`src/include/angc_pkg.sv`:
```
// ==========================================================================
// Shared constants and types for the next-page / gigabit config bank
package angc_pkg;

  // ========================================================================
  // Management register addresses
  localparam logic [4:0] ANGC_ADDR_PARTNER_PAGE = 5'h08; // Partner next page
  localparam logic [4:0] ANGC_ADDR_GIGA_CFG = 5'h09; // Gigabit config

  // ========================================================================
  // Reset values
  localparam logic ANGC_NEXT_PAGE_RESET = 1'h0;
  localparam logic ANGC_ACK_RESET = 1'h0;
  localparam logic ANGC_MSG_RESET = 1'h1;
  localparam logic ANGC_COMPLY_RESET = 1'h0;
  localparam logic ANGC_TOG_RESET = 1'h0;
  localparam logic [10:0] ANGC_NULL_CODE = 11'h001; // Null page code
  localparam logic ANGC_MANUAL_RESET = 1'h0;
  localparam logic ANGC_MSVAL_RESET = 1'h0;
  localparam logic ANGC_PORT_RESET = 1'h0;
  localparam logic ANGC_FD_RESET = 1'h1;
  localparam logic ANGC_HD_RESET = 1'h1;
  localparam logic ANGC_CABLE_TEST_RESET = 1'h0;
  localparam logic [6:0] ANGC_RSVD_ZERO = 7'h00;
  localparam logic [15:0] ANGC_UNMAPPED_READ = 16'h0000;

  // ========================================================================
  // Transmit test modes, in code order 000 to 111
  typedef enum logic [2:0] {
    ANGC_TM_NORMAL,
    ANGC_TM_WAVEFORM,
    ANGC_TM_JITTER_MASTER,
    ANGC_TM_JITTER_SLAVE,
    ANGC_TM_DISTORTION,
    ANGC_TM_SCRAMBLED_IDLE,
    ANGC_TM_REPEAT_0001,
    ANGC_TM_PULSE_63_ZERO
  } angc_test_mode_type;

  // ========================================================================
  // Register layouts, most significant field first
  typedef struct packed {
    logic next_page_flag;      // More pages wanted by partner
    logic ack;                 // Partner acknowledged code word
    logic message_page_flag;   // Message page, else unformatted
    logic partner_comply_flag; // Partner can comply
    logic page_toggle;         // Opposite of last exchanged toggle
    logic [10:0] code;         // Message or unformatted code
  } angc_page_type;

  typedef struct packed {
    angc_test_mode_type test_mode; // Transmit test mode
    logic manual_ms;               // Manual master/slave enable
    logic ms_value;                // 1 master, 0 slave
    logic multi_port;              // Advertise multi-port device
    logic adv_1000_fd;             // Advertise 1000BASE-T full duplex
    logic adv_1000_hd;             // Advertise 1000BASE-T half duplex
    logic cable_reflect_test_auto; // Diagnostic after link down
    logic [6:0] reserved;          // Always zero
  } angc_cfg_type;

  // Management access request, taken in one cycle
  typedef struct packed {
    logic [4:0] addr;  // Register address
    logic wr_en;       // Write strobe
    logic rd_en;       // Read strobe
    logic [15:0] wdata; // Write data
  } angc_mgmt_req_type;

endpackage

```
`src/hdl/angc_regs.sv`:
```
`timescale 1ns/10ps
module angc_regs (
  input wire logic clk,                         // 125 MHz clock
  input wire logic rst_n,                       // Synchronous, active low
  input angc_pkg::angc_mgmt_req_type mgmt,      // Management request
  output logic [15:0] rdata,                    // Read data
  output logic rd_valid,                        // Read data strobe
  input wire logic page_valid,                  // Next page received
  input wire logic [15:0] page_word,            // Received code word
  input wire logic strap_variant,               // Strapped-default variant
  input wire logic fd_strap,                    // Full duplex strap level
  input wire logic link_up,                     // Link status level
  output angc_pkg::angc_page_type partner_page, // Partner page fields
  output angc_pkg::angc_cfg_type gigabit_cfg,   // Gigabit settings
  output logic force_master,                    // Manual role is master
  output logic force_slave,                     // Manual role is slave
  output logic cable_test_start                 // Diagnostic start pulse
);
  import angc_pkg::*;

  typedef struct packed {
    angc_page_type partner;
    angc_cfg_type cfg;
    logic [15:0] rdata;
    logic rd_valid;
    logic link_q;
    logic strap_pending;
    logic force_master;
    logic force_slave;
    logic cable_start;
  } angc_state_type;

  localparam angc_page_type ANGC_PAGE_RESET = '{
    next_page_flag: ANGC_NEXT_PAGE_RESET,
    ack: ANGC_ACK_RESET,
    message_page_flag: ANGC_MSG_RESET,
    partner_comply_flag: ANGC_COMPLY_RESET,
    page_toggle: ANGC_TOG_RESET,
    code: ANGC_NULL_CODE
  };

  localparam angc_cfg_type ANGC_CFG_RESET = '{
    test_mode: ANGC_TM_NORMAL,
    manual_ms: ANGC_MANUAL_RESET,
    ms_value: ANGC_MSVAL_RESET,
    multi_port: ANGC_PORT_RESET,
    adv_1000_fd: ANGC_FD_RESET,
    adv_1000_hd: ANGC_HD_RESET,
    cable_reflect_test_auto: ANGC_CABLE_TEST_RESET,
    reserved: ANGC_RSVD_ZERO
  };

  angc_state_type state;
  angc_state_type next_state;
  angc_page_type cap_page;
  logic cap_load;
  angc_page_type wr_page;
  angc_cfg_type wr_cfg;
  logic wr_partner;
  logic wr_giga;
  logic link_down;

  // ========================================================================
  // Received page latch
  angc_page_capture u_capture (
    .clk(clk),
    .rst_n(rst_n),
    .page_valid(page_valid),
    .page_word(page_word),
    .page(cap_page),
    .page_load(cap_load)
  );

  // ========================================================================
  // Address decode and write views
  assign wr_partner = mgmt.wr_en && (mgmt.addr == ANGC_ADDR_PARTNER_PAGE);
  assign wr_giga = mgmt.wr_en && (mgmt.addr == ANGC_ADDR_GIGA_CFG);
  assign wr_page = angc_page_type'(mgmt.wdata);
  assign wr_cfg = angc_cfg_type'(mgmt.wdata);
  assign link_down = state.link_q && !link_up;

  // ========================================================================
  // Next state
  always_comb begin
    next_state = state;
    // Software may rewrite the writable partner fields
    if (wr_partner) begin
      next_state.partner.next_page_flag = wr_page.next_page_flag;
      next_state.partner.message_page_flag = wr_page.message_page_flag;
      next_state.partner.partner_comply_flag = wr_page.partner_comply_flag;
      next_state.partner.code = wr_page.code;
    end
    // A page arriving with a write wins, so no received page is lost
    if (cap_load) begin
      next_state.partner = cap_page;
    end
    // Gigabit settings; reserved bits drop the written value
    if (wr_giga) begin
      next_state.cfg = wr_cfg;
      next_state.cfg.reserved = ANGC_RSVD_ZERO;
    end
    // Strap is caught once, the cycle after reset release
    next_state.strap_pending = 1'b0;
    if (state.strap_pending && strap_variant && !wr_giga) begin
      next_state.cfg.adv_1000_fd = fd_strap;
    end
    // Role force only counts while manual control is on
    next_state.force_master = next_state.cfg.manual_ms &&
      next_state.cfg.ms_value;
    next_state.force_slave = next_state.cfg.manual_ms &&
      !next_state.cfg.ms_value;
    // Diagnostic start on the falling edge of link
    next_state.link_q = link_up;
    next_state.cable_start = link_down &&
      state.cfg.cable_reflect_test_auto;
    // Read answer one cycle after the strobe
    next_state.rd_valid = mgmt.rd_en;
    if (mgmt.rd_en) begin
      case (mgmt.addr)
        ANGC_ADDR_PARTNER_PAGE: begin
          next_state.rdata = 16'(state.partner);
        end
        ANGC_ADDR_GIGA_CFG: begin
          next_state.rdata = 16'(state.cfg);
        end
        default: begin
          next_state.rdata = ANGC_UNMAPPED_READ;
        end
      endcase
    end
  end

  // ========================================================================
  // State register
  always_ff @(posedge clk) begin
    if (!rst_n) begin
      state <= '0;
      state.partner <= ANGC_PAGE_RESET;
      state.cfg <= ANGC_CFG_RESET;
      state.strap_pending <= 1'b1;
    end else begin
      state <= next_state;
    end
  end

  // ========================================================================
  // Outputs, all straight from the state register
  assign rdata = state.rdata;
  assign rd_valid = state.rd_valid;
  assign partner_page = state.partner;
  assign gigabit_cfg = state.cfg;
  assign force_master = state.force_master;
  assign force_slave = state.force_slave;
  assign cable_test_start = state.cable_start;

  angc_page_type rx_view;
  assign rx_view = angc_page_type'(page_word);
endmodule

```
`src/hdl/angc_page_capture.sv`:
```
`timescale 1ns/10ps
// ==========================================================================
// Latches each received next-page code word into register layout
module angc_page_capture (
  input wire logic clk,                      // 125 MHz clock
  input wire logic rst_n,                    // Synchronous reset
  input wire logic page_valid,               // Received code word strobe
  input wire logic [15:0] page_word,         // Received code word
  output angc_pkg::angc_page_type page,      // Captured page
  output logic page_load                     // One-cycle load pulse
);
  import angc_pkg::*;

  typedef struct packed {
    logic load;
    angc_page_type page;
  } angc_cap_state_type;

  angc_cap_state_type state;
  angc_cap_state_type next_state;
  angc_page_type rx;

  // ========================================================================
  // Next state: the stored toggle is the opposite of the word's toggle
  always_comb begin
    rx = angc_page_type'(page_word);
    next_state = state;
    next_state.load = page_valid;
    if (page_valid) begin
      next_state.page = rx;
      next_state.page.page_toggle = ~rx.page_toggle;
    end
  end

  // ========================================================================
  // State register
  always_ff @(posedge clk) begin
    if (!rst_n) begin
      state <= '0;
    end else begin
      state <= next_state;
    end
  end

  assign page = state.page;
  assign page_load = state.load;

endmodule

```
`config.mk`:
```
export PLATFORM = sky130hd
export DESIGN_NAME = angc_regs
export DESIGN_NICKNAME = d
export VERILOG_FILES = /design/src/include/angc_pkg.sv /design/src/hdl/angc_regs.sv /design/src/hdl/angc_page_capture.sv
export SDC_FILE = /design/constraint.sdc
export NUM_CORES = 1
export LEC_CHECK = 0
export ABC_AREA = 0
export BUFFER_PORTS_ARGS = -buffer_cell sky130_fd_sc_hd__buf_2
export CELL_PAD_IN_SITES_DETAIL_PLACEMENT = 1
export CELL_PAD_IN_SITES_GLOBAL_PLACEMENT = 1
export CORE_UTILIZATION = 36
export DETAILED_ROUTE_END_ITERATION = 10
export GPL_ROUTABILITY_DRIVEN = 0
export PLACE_DENSITY_LB_ADDON = 0.15
export SYNTH_ARGS = -nofsm -noshare
export SYNTH_HDL_FRONTEND = slang
export SYNTH_SLANG_ARGS = --single-unit
```
`constraint.sdc`:
```
create_clock -name clk -period 1.8 [get_ports clk]
set_input_delay 0.09 -clock clk [delete_from_list [all_inputs] [get_ports clk]]
set_output_delay 0.09 -clock clk [all_outputs]
set_load 0.05 [all_outputs]
```
Word level (Yosys, flattened, before mapping)
Cells that the tools add are included.
- mux-type cells: 8
- bitwise operators: 1
- equality and inequality tests: 2
- reductions and logical operators: 13
- operator list (cell ; count):
    case mux 16 bit (2 select lines) ; 1
    2-to-1 mux 16 bit ; 1
    2-to-1 mux 13 bit ; 1
    2-to-1 mux 11 bit ; 1
    equality test 5 x 4 -> 1 bit (second input constant) ; 2
    logical AND 1 bit ; 8
    2-to-1 mux 4 bit ; 1
    nonzero test 2 bit ; 2
    logical NOT 1 bit ; 3
    2-to-1 mux 1 bit ; 2
    2-to-1 mux 2 bit ; 1
    inverter 1 bit ; 1
- output and inout port bits: 52
- register bits: 64
- word-level logic and storage cells: 51

Depth between registers and ports, before layout
Gate-level depths: netlist (run 1).
- depth in word-level cells: 6
- gate-level depth with buffers: 5

By module
From an unflattened synthesis (run 1), not the netlist that was laid out.
- cells, all modules: 340
- area, all modules: 3060.4 um^2
- by module, submodules not included (module ; area an instance (um^2) ; cells each ; seq. area each (um^2) ; instances):
    angc_regs ; 2419.8 ; 287 ; 940.9 ; 1
    angc_page_capture ; 640.6 ; 53 ; 340.3 ; 1

Worst setup path after synthesis (run 1)
Ideal clock, no wire load.
- path kind: in2reg
- start: in mgmt[22] (netlist name)
- end: reg state, in the netlist partner_page[7]
- slack: 0.510 ns
- library setup time: 0.138 ns
- data arrival time: 1.153 ns
- cell stages on the path: 5
- path buffers: 2
- required time: 1.662 ns
- cells stage by stage: or4b_1 -> buf_2 -> buf_6 -> nor4_1 -> a211oi_1
- word-level cells in the longest chain between the ends: 3
- ends and longest elaborated chain (what ; RTL line ; source):
    start: declaration ; angc_regs.sv:5 ; input angc_pkg::angc_mgmt_req_type mgmt,
    equality test 5 x 4 -> 1 bit ; angc_regs.sv:76 ; assign wr_partner = mgmt.wr_en && (mgmt.addr == ANGC_ADDR_PARTNER_PAGE);
    logical AND 1 bit ; angc_regs.sv:76 ;
    nonzero test 2 bit (no line) ; - ;
    end signal: assignment ; angc_regs.sv:142 ; state <= next_state;
    end: declaration ; angc_regs.sv:53 ; angc_state_type state;
Every way passes these cells.
A chain may end at the register's enable or synchronous reset.

Final worst setup path (run 1)
- start: reg state, in the netlist partner_page[0]
- end: out partner_page[0] (netlist name)
- RTL lines (what ; RTL line ; source):
    end: declaration ; angc_regs.sv:13 ; output angc_pkg::angc_page_type partner_page,
No word-level cell between the ends.

==> impl_metrics.toml, run 1 <==
[placement]
portBuffers = 89
post-dp-hpwl_mm = 5.55
dp_slack_ps = 316

[yosys]
yosys_warnings = 0
netlist_area_sq_mm = 0.00294
ys_seq_area_share_pct = 43.6
yosys-top-cells-area = "dfxtp_1 (44%), buf_4 (13%), mux2i_1 (6.1%)"
synthDistinctLibCells = 29
synthCells = 342
yosys_register_bits = 64
syn_area_per_cell_sq_um = 8.60
synth_top_area_share_pct = 43.6
yosys.area.top_type = "dfxtp_1"

[floorplan]
initial_core_util_pct = 37.7
rows = 32
core_sq_mm = 0.00781
die_height_um = 92.4
pin_count = 97
dieArea_sq_mm = 0.00854
die_x_um = 92.4

[sta]
relSlewSlack_pct = 56.2
finalSetupViolCount = 0
hold_violations = 0
slew_violations = 0
skew_ps = 8.02
worst_hold_slack_ps = 12.5
setup_tns_ps = 0
rsz0062_at_grt = "false"
setup_ws_ps = 645
worst_slew_pin_slew_ps = 656
fmax_mhz = 866
min_period_ps = 1160
fin_crit_sh_pct = 64.2

[routing]
routed_wirelength_mm = 7.83
wl_per_cell_um = 15.7
firstDrtPassIters = 4
wl_met2_mm = 3.68
highest_layer = "met4"
m1WireLength_mm = 3.75
num_vias = 2504
ant_nets = 0
met3_length_um = 303
drt_iter0_markers = 94
viasPerCell = 5.03
drc = 0

[worst_setup_path]
setup.worst_path.start = "partner_page[0]$_SDFFE_PN1P_"
crit_required_ps = 1710
r2r_start = "u_capture.page_load$_SDFF_PN0_"
path_buf_inv = 1
critical-path-top-delay-family = "flip-flops"
worstSetupPathType = "register to output pin"
crit_path_top_delay_cell = "dfxtp_1"
crit_fanout = 3
reg2reg_slack_ps = 690
crit_chain = "buf_2"
crit_arrival_ps = 1070
start_kind = "register"
cp-end-kind = "output pin"
max_stage_delay_ps = 430

[clocking]
root_buffer = "clkbuf_8"
tritoncts = "yes"
clockBufferDepth = 2
clk_pin_slew_ps = 70
cts.sinks = 64
numCtsBuffers = 9
clk-insertion-delay-late_ps = 330
cts_max_level = 3

[global_routing]
antenna_found_initial = 0
grt_pass1_wl_mm = 12.6
grt_start_max_net_pins = 39
grt_pass1_vias = 2415
grt_use_total_pct = 19.1
overflow = 0

[power]
p_per_area_mw_per_mm2 = 1040
p_leak_uw = 0.00148
peakVddDrop_v = 0.000533

[layout]
drive_gt1_share_pct = 28.0
final_cell_mix = "buf_2 (89), dfxtp_1 (64), nor2_1 (35), nand3_1 (28), o21ai_0 (26)"
area_delta_synth_final_pct = 19.6
fin_nets = 436
final_common_cell = "buf_2"
diodes = 0

[job]
maxCapViolCount = 0

[hold_path]
hold_class = "input pin to register"
hold_start = "page_word[6]"

[run_status]
status = "complete, no violations"
## per-stage QoR
step | total power, uW | instance area [sq um] | utilization (%) | std cells
after floorplan | 1930 | 2960 | - | 348
after global placement | 2010 | 3100 | 39.7 | 467
after detailed placement | 2010 | 3100 | 39.7 | 467
after CTS | 3690 | 3520 | 45.1 | 498
after global routing | 3790 | 3520 | 45.1 | 498
final | 3650 | 3520 | 45.1 | 498
## registers in the layout, indices dropped and copies added, names as in the netlist
register,flops
u_capture.page_load,1
rd_valid,1
force_slave,1
cable_test_start,1
force_master,1
gigabit_cfg,9
u_capture.page,16
rdata,16
partner_page,16
state,2
## cell usage after synthesis (all sizes together)
cell and n:
and2 4, conb 1, inv 3, nand4 10, a211oi 13, a21oi 16, buf 58, nor2b 2
nor4b 1, o311a 2, dfxtp 64, nand4b 1, o211ai 4, nor2 35, clkbuf 18, nand2b 8
or4b 1, and4b 1, o21ai 30, nand3 28, nor4 12, nand2 3, a31oi 9, mux2i 18
## layer usage
| metal | up-vias | GRT usage [%] |
|---|---|---|
| met4 | 0 | 7.81 |
| met5 | - | 0 |
| met1 | 1185 | 25.6 |
| li1 | 1256 | - |
| met2 | 54 | 29.8 |
| met3 | 9 | 3.61 |
## final cells by class
class / count / area [sq um]
repair buffers: 108 / 638
inverters: 3 / 11.3
clock buffers: 10 / 138
clock inverters: 6 / 130
flip-flops and latches: 64 / 1280
well taps: 102 / 128
multi-input cells: 205 / 1190
fillers: 975 / 4290
## report_power, final
| part | switching, uW | internal, uW | total [uW] |
|---|---|---|---|
| Combinational | 331 | 148 | 479 |
| Clock | 552 | 1090 | 1650 |
| Sequential | 45.9 | 1480 | 1520 |
| Total | 929 | 2720 | 3650 |
## repair_timing
action,CTS,global route
setup buffers,0,0
endpoints found under the hold margin,15,0
endpoints found under the setup margin,0,0
resized for setup,0,0
hold buffers,15,0
## cells by family after synthesis
| logic type | share of synthesized area [%] |
|---|---|
| buf+inv | 16.9 |
| mux | 6.12 |
| flops | 43.6 |
| simple gates | 18.5 |
| other cells | 0.127 |
| compound gates | 14.8 |
## final timing paths
kind	end	cells after the start
setup / recovery	partner_page[0]	1
hold / removal	u_capture.page[6]$_SDFFE_PN0P_	3
setup reg to reg	partner_page[12]$_SDFFE_PN0P_	3
hold reg to reg	rdata[1]$_SDFFE_PN0P_	2
Note: power is estimated with default switching activity, not from simulation.
==> run 2: changes to the inputs <==
--- a/config.mk
+++ b/config.mk
@@ -9,7 +9,7 @@
 export BUFFER_PORTS_ARGS = -buffer_cell sky130_fd_sc_hd__buf_2
 export CELL_PAD_IN_SITES_DETAIL_PLACEMENT = 1
 export CELL_PAD_IN_SITES_GLOBAL_PLACEMENT = 1
-export CORE_UTILIZATION = 36
+export CORE_UTILIZATION = 33
 export DETAILED_ROUTE_END_ITERATION = 10
 export GPL_ROUTABILITY_DRIVEN = 0
 export PLACE_DENSITY_LB_ADDON = 0.15
==> constraint.sdc (replaced) <==
create_clock -name clk -period 0.95 [get_ports clk]
set_input_delay 0.0475 -clock clk [delete_from_list [all_inputs] [get_ports clk]]
set_output_delay 0.0475 -clock clk [all_outputs]
set_load 0.05 [all_outputs]
==> run 2 against run 1 <==
  * The flow now finishes with violations (negative setup slack)
  * Cell area rose by 28%
  * Wire length rose by 25%
  * Clock skew rose by 1.6 ps
  * Critical endpoint is now partner_page[13]$_SDFFE_PN1P_
==> impl_metrics.toml, run 2 (synthesized netlist as in run 1, its figures left out) <==
[floorplan]
dieArea_sq_mm = 0.00930
initial_core_util_pct = 33.9
die_height_um = 96.4
core_sq_mm = 0.00868
die_x_um = 96.4
pin_count = 97
rows = 34

[clocking]
cts_max_level = 3
cts.sinks = 64
root_buffer = "clkbuf_8"
clk-insertion-delay-late_ps = 340
tritoncts = "yes"
clockBufferDepth = 2
numCtsBuffers = 9
clk_pin_slew_ps = 70

[worst_setup_path]
worstSetupPathType = "register to register"
critical-path-top-delay-family = "flip-flops"
crit_fanout = 12
crit_path_top_delay_cell = "dfxtp_4"
start_kind = "register"
crit_required_ps = 1180
path_buf_inv = 1
max_stage_delay_ps = 380
crit_arrival_ps = 1270
cp-end-kind = "register"
crit_chain = "buf_6 > nor2_2 > nand4_1 > o311a_1"

[placement]
place_inst = 493
portBuffers = 89
post-dp-hpwl_mm = 6.11

[sta]
min_period_ps = 1050
fin_crit_sh_pct = 110
slew_violations = 0
fmax_mhz = 954
rsz0062_at_grt = "true"
skew_ps = 9.67
finalSetupViolCount = 15
hold_violations = 0
worst_hold_slack_ps = 5.80
setup_ws_ps = -98.0

[layout]
final_common_cell = "buf_2"
diodes = 0
drive_gt1_share_pct = 43.3
area_delta_synth_final_pct = 52.6
fill_cells = 991
final_cell_mix = "buf_2 (43), nor2_1 (34), dfxtp_1 (34), nand3_1 (28), buf_6 (27)"
fin_nets = 472
fin_cells = 540
multi_input_area_sq_mm = 0.00139
regArea_sq_mm = 0.00135

[power]
p_per_area_mw_per_mm2 = 1550
seqPwrFrac_pct = 41.8
peakVddDrop_v = 0.000834
p_clk_share_pct = 40.3
switching_share_pct = 28.0
power_switching_uw = 1950
p_leak_uw = 0.00177
internal-power_uw = 5010
pwr-share-comb_pct = 17.9

[routing]
viasPerCell = 5.14
drt_iter0_markers = 104
ant_nets = 0
num_vias = 2773
wl_per_cell_um = 18.1
routed_wirelength_mm = 9.76
firstDrtPassIters = 4
drc = 0

[hold_path]
hold_class = "input pin to register"

[job]
maxCapViolCount = 0

[global_routing]
overflow = 0
antenna_found_initial = 0
grt_pass1_vias = 2739
grt_start_max_net_pins = 32
grt_pass1_wl_mm = 14.3
grt_use_total_pct = 20.8

[run_status]
violations = "negative setup slack"
status = "finished, violations left"
## run 2: changes by cell type in the layout (fill, tap and decap cells not counted), moves of 7 or more
cell / delta
buf_4: +18
buf_2: -46
o21ai_1: +7
dlygate4sd3_1: +9
dfxtp_1: -30
o21ai_0: -8
nor4_1: -12
dfxtp_4: +14
nor4_4: +7
dfxtp_2: +16
buf_12: +7
buf_8: +16
buf_6: +27
## run 2: area by class of cell
cell class	count	area share [%]
multi-input cells	207	30.9
flip-flops and latches	64	30.2
repair buffers	141	30.1
clock buffers	12	3.68
well taps	108	3.01
clock inverters	4	1.64
inverters	3	0.335
repair inverters	1	0.167
## run 2: repair_timing
action / 4_1_cts / 5_1_grt
pin swaps: 4 / 4
gates cloned: 2 / 2
resized for setup: 115 / 58
hold endpoints to repair: 25 / 0
setup buffers: 0 / 3
hold buffers: 24 / 0
endpoints found under the setup margin: 62 / 55
## run 2: layer usage
layer,track usage [%],part of all wire [%],vias up
li1,-,-,1335
met2,34.5,50,74
met4,5.02,1.7,0
met5,0,0,-
met3,4.23,3.9,14
met1,27.6,45,1350
## run 2: power groups by stage
stage          clock [uW]  combinational [uW]  sequential (uW)
6_report             2800                1250             2910
5_1_grt              2970                1330             2920
4_1_cts              2840                1170             2920
3_5_place_dp            0                 987             2950
3_3_place_gp            0                 973             2950
2_1_floorplan           0                 747             2920
## run 2: tightest hold or removal path: cells and delay by family
family	cells	cell delay (ps)
and+or+nand+nor	2	150
buffers and inverters	1	110
## run 2: worst paths after layout
check                                      start                            end  slack [ps]  cells past startpoint
setup / recovery  u_capture.page_load$_SDFF_PN0_  partner_page[13]$_SDFFE_PN1P_        -100                      4
hold / removal                           mgmt[8]    gigabit_cfg[8]$_SDFFE_PN1P_           6                      3
setup reg to reg  u_capture.page_load$_SDFF_PN0_  partner_page[13]$_SDFFE_PN1P_        -100                      4
hold reg to reg            rdata[2]$_SDFFE_PN0P_          rdata[2]$_SDFFE_PN0P_         480                      2
## run 2: stage by stage
stage                     setup WS (ps)  utilization (%)  cell area [sq um]  power [uW]  TNS [ps]
final                             -98.0             51.7               4490        6950      -766
after global routing               -126             51.7               4490        7220     -1570
after detailed placement           -474             39.2               3400        3940    -14100
after CTS                         -73.3             48.6               4220        6930      -697
after floorplan                    -279                -               3050        3670     -5830
after global placement             -428             39.2               3400        3920    -13080
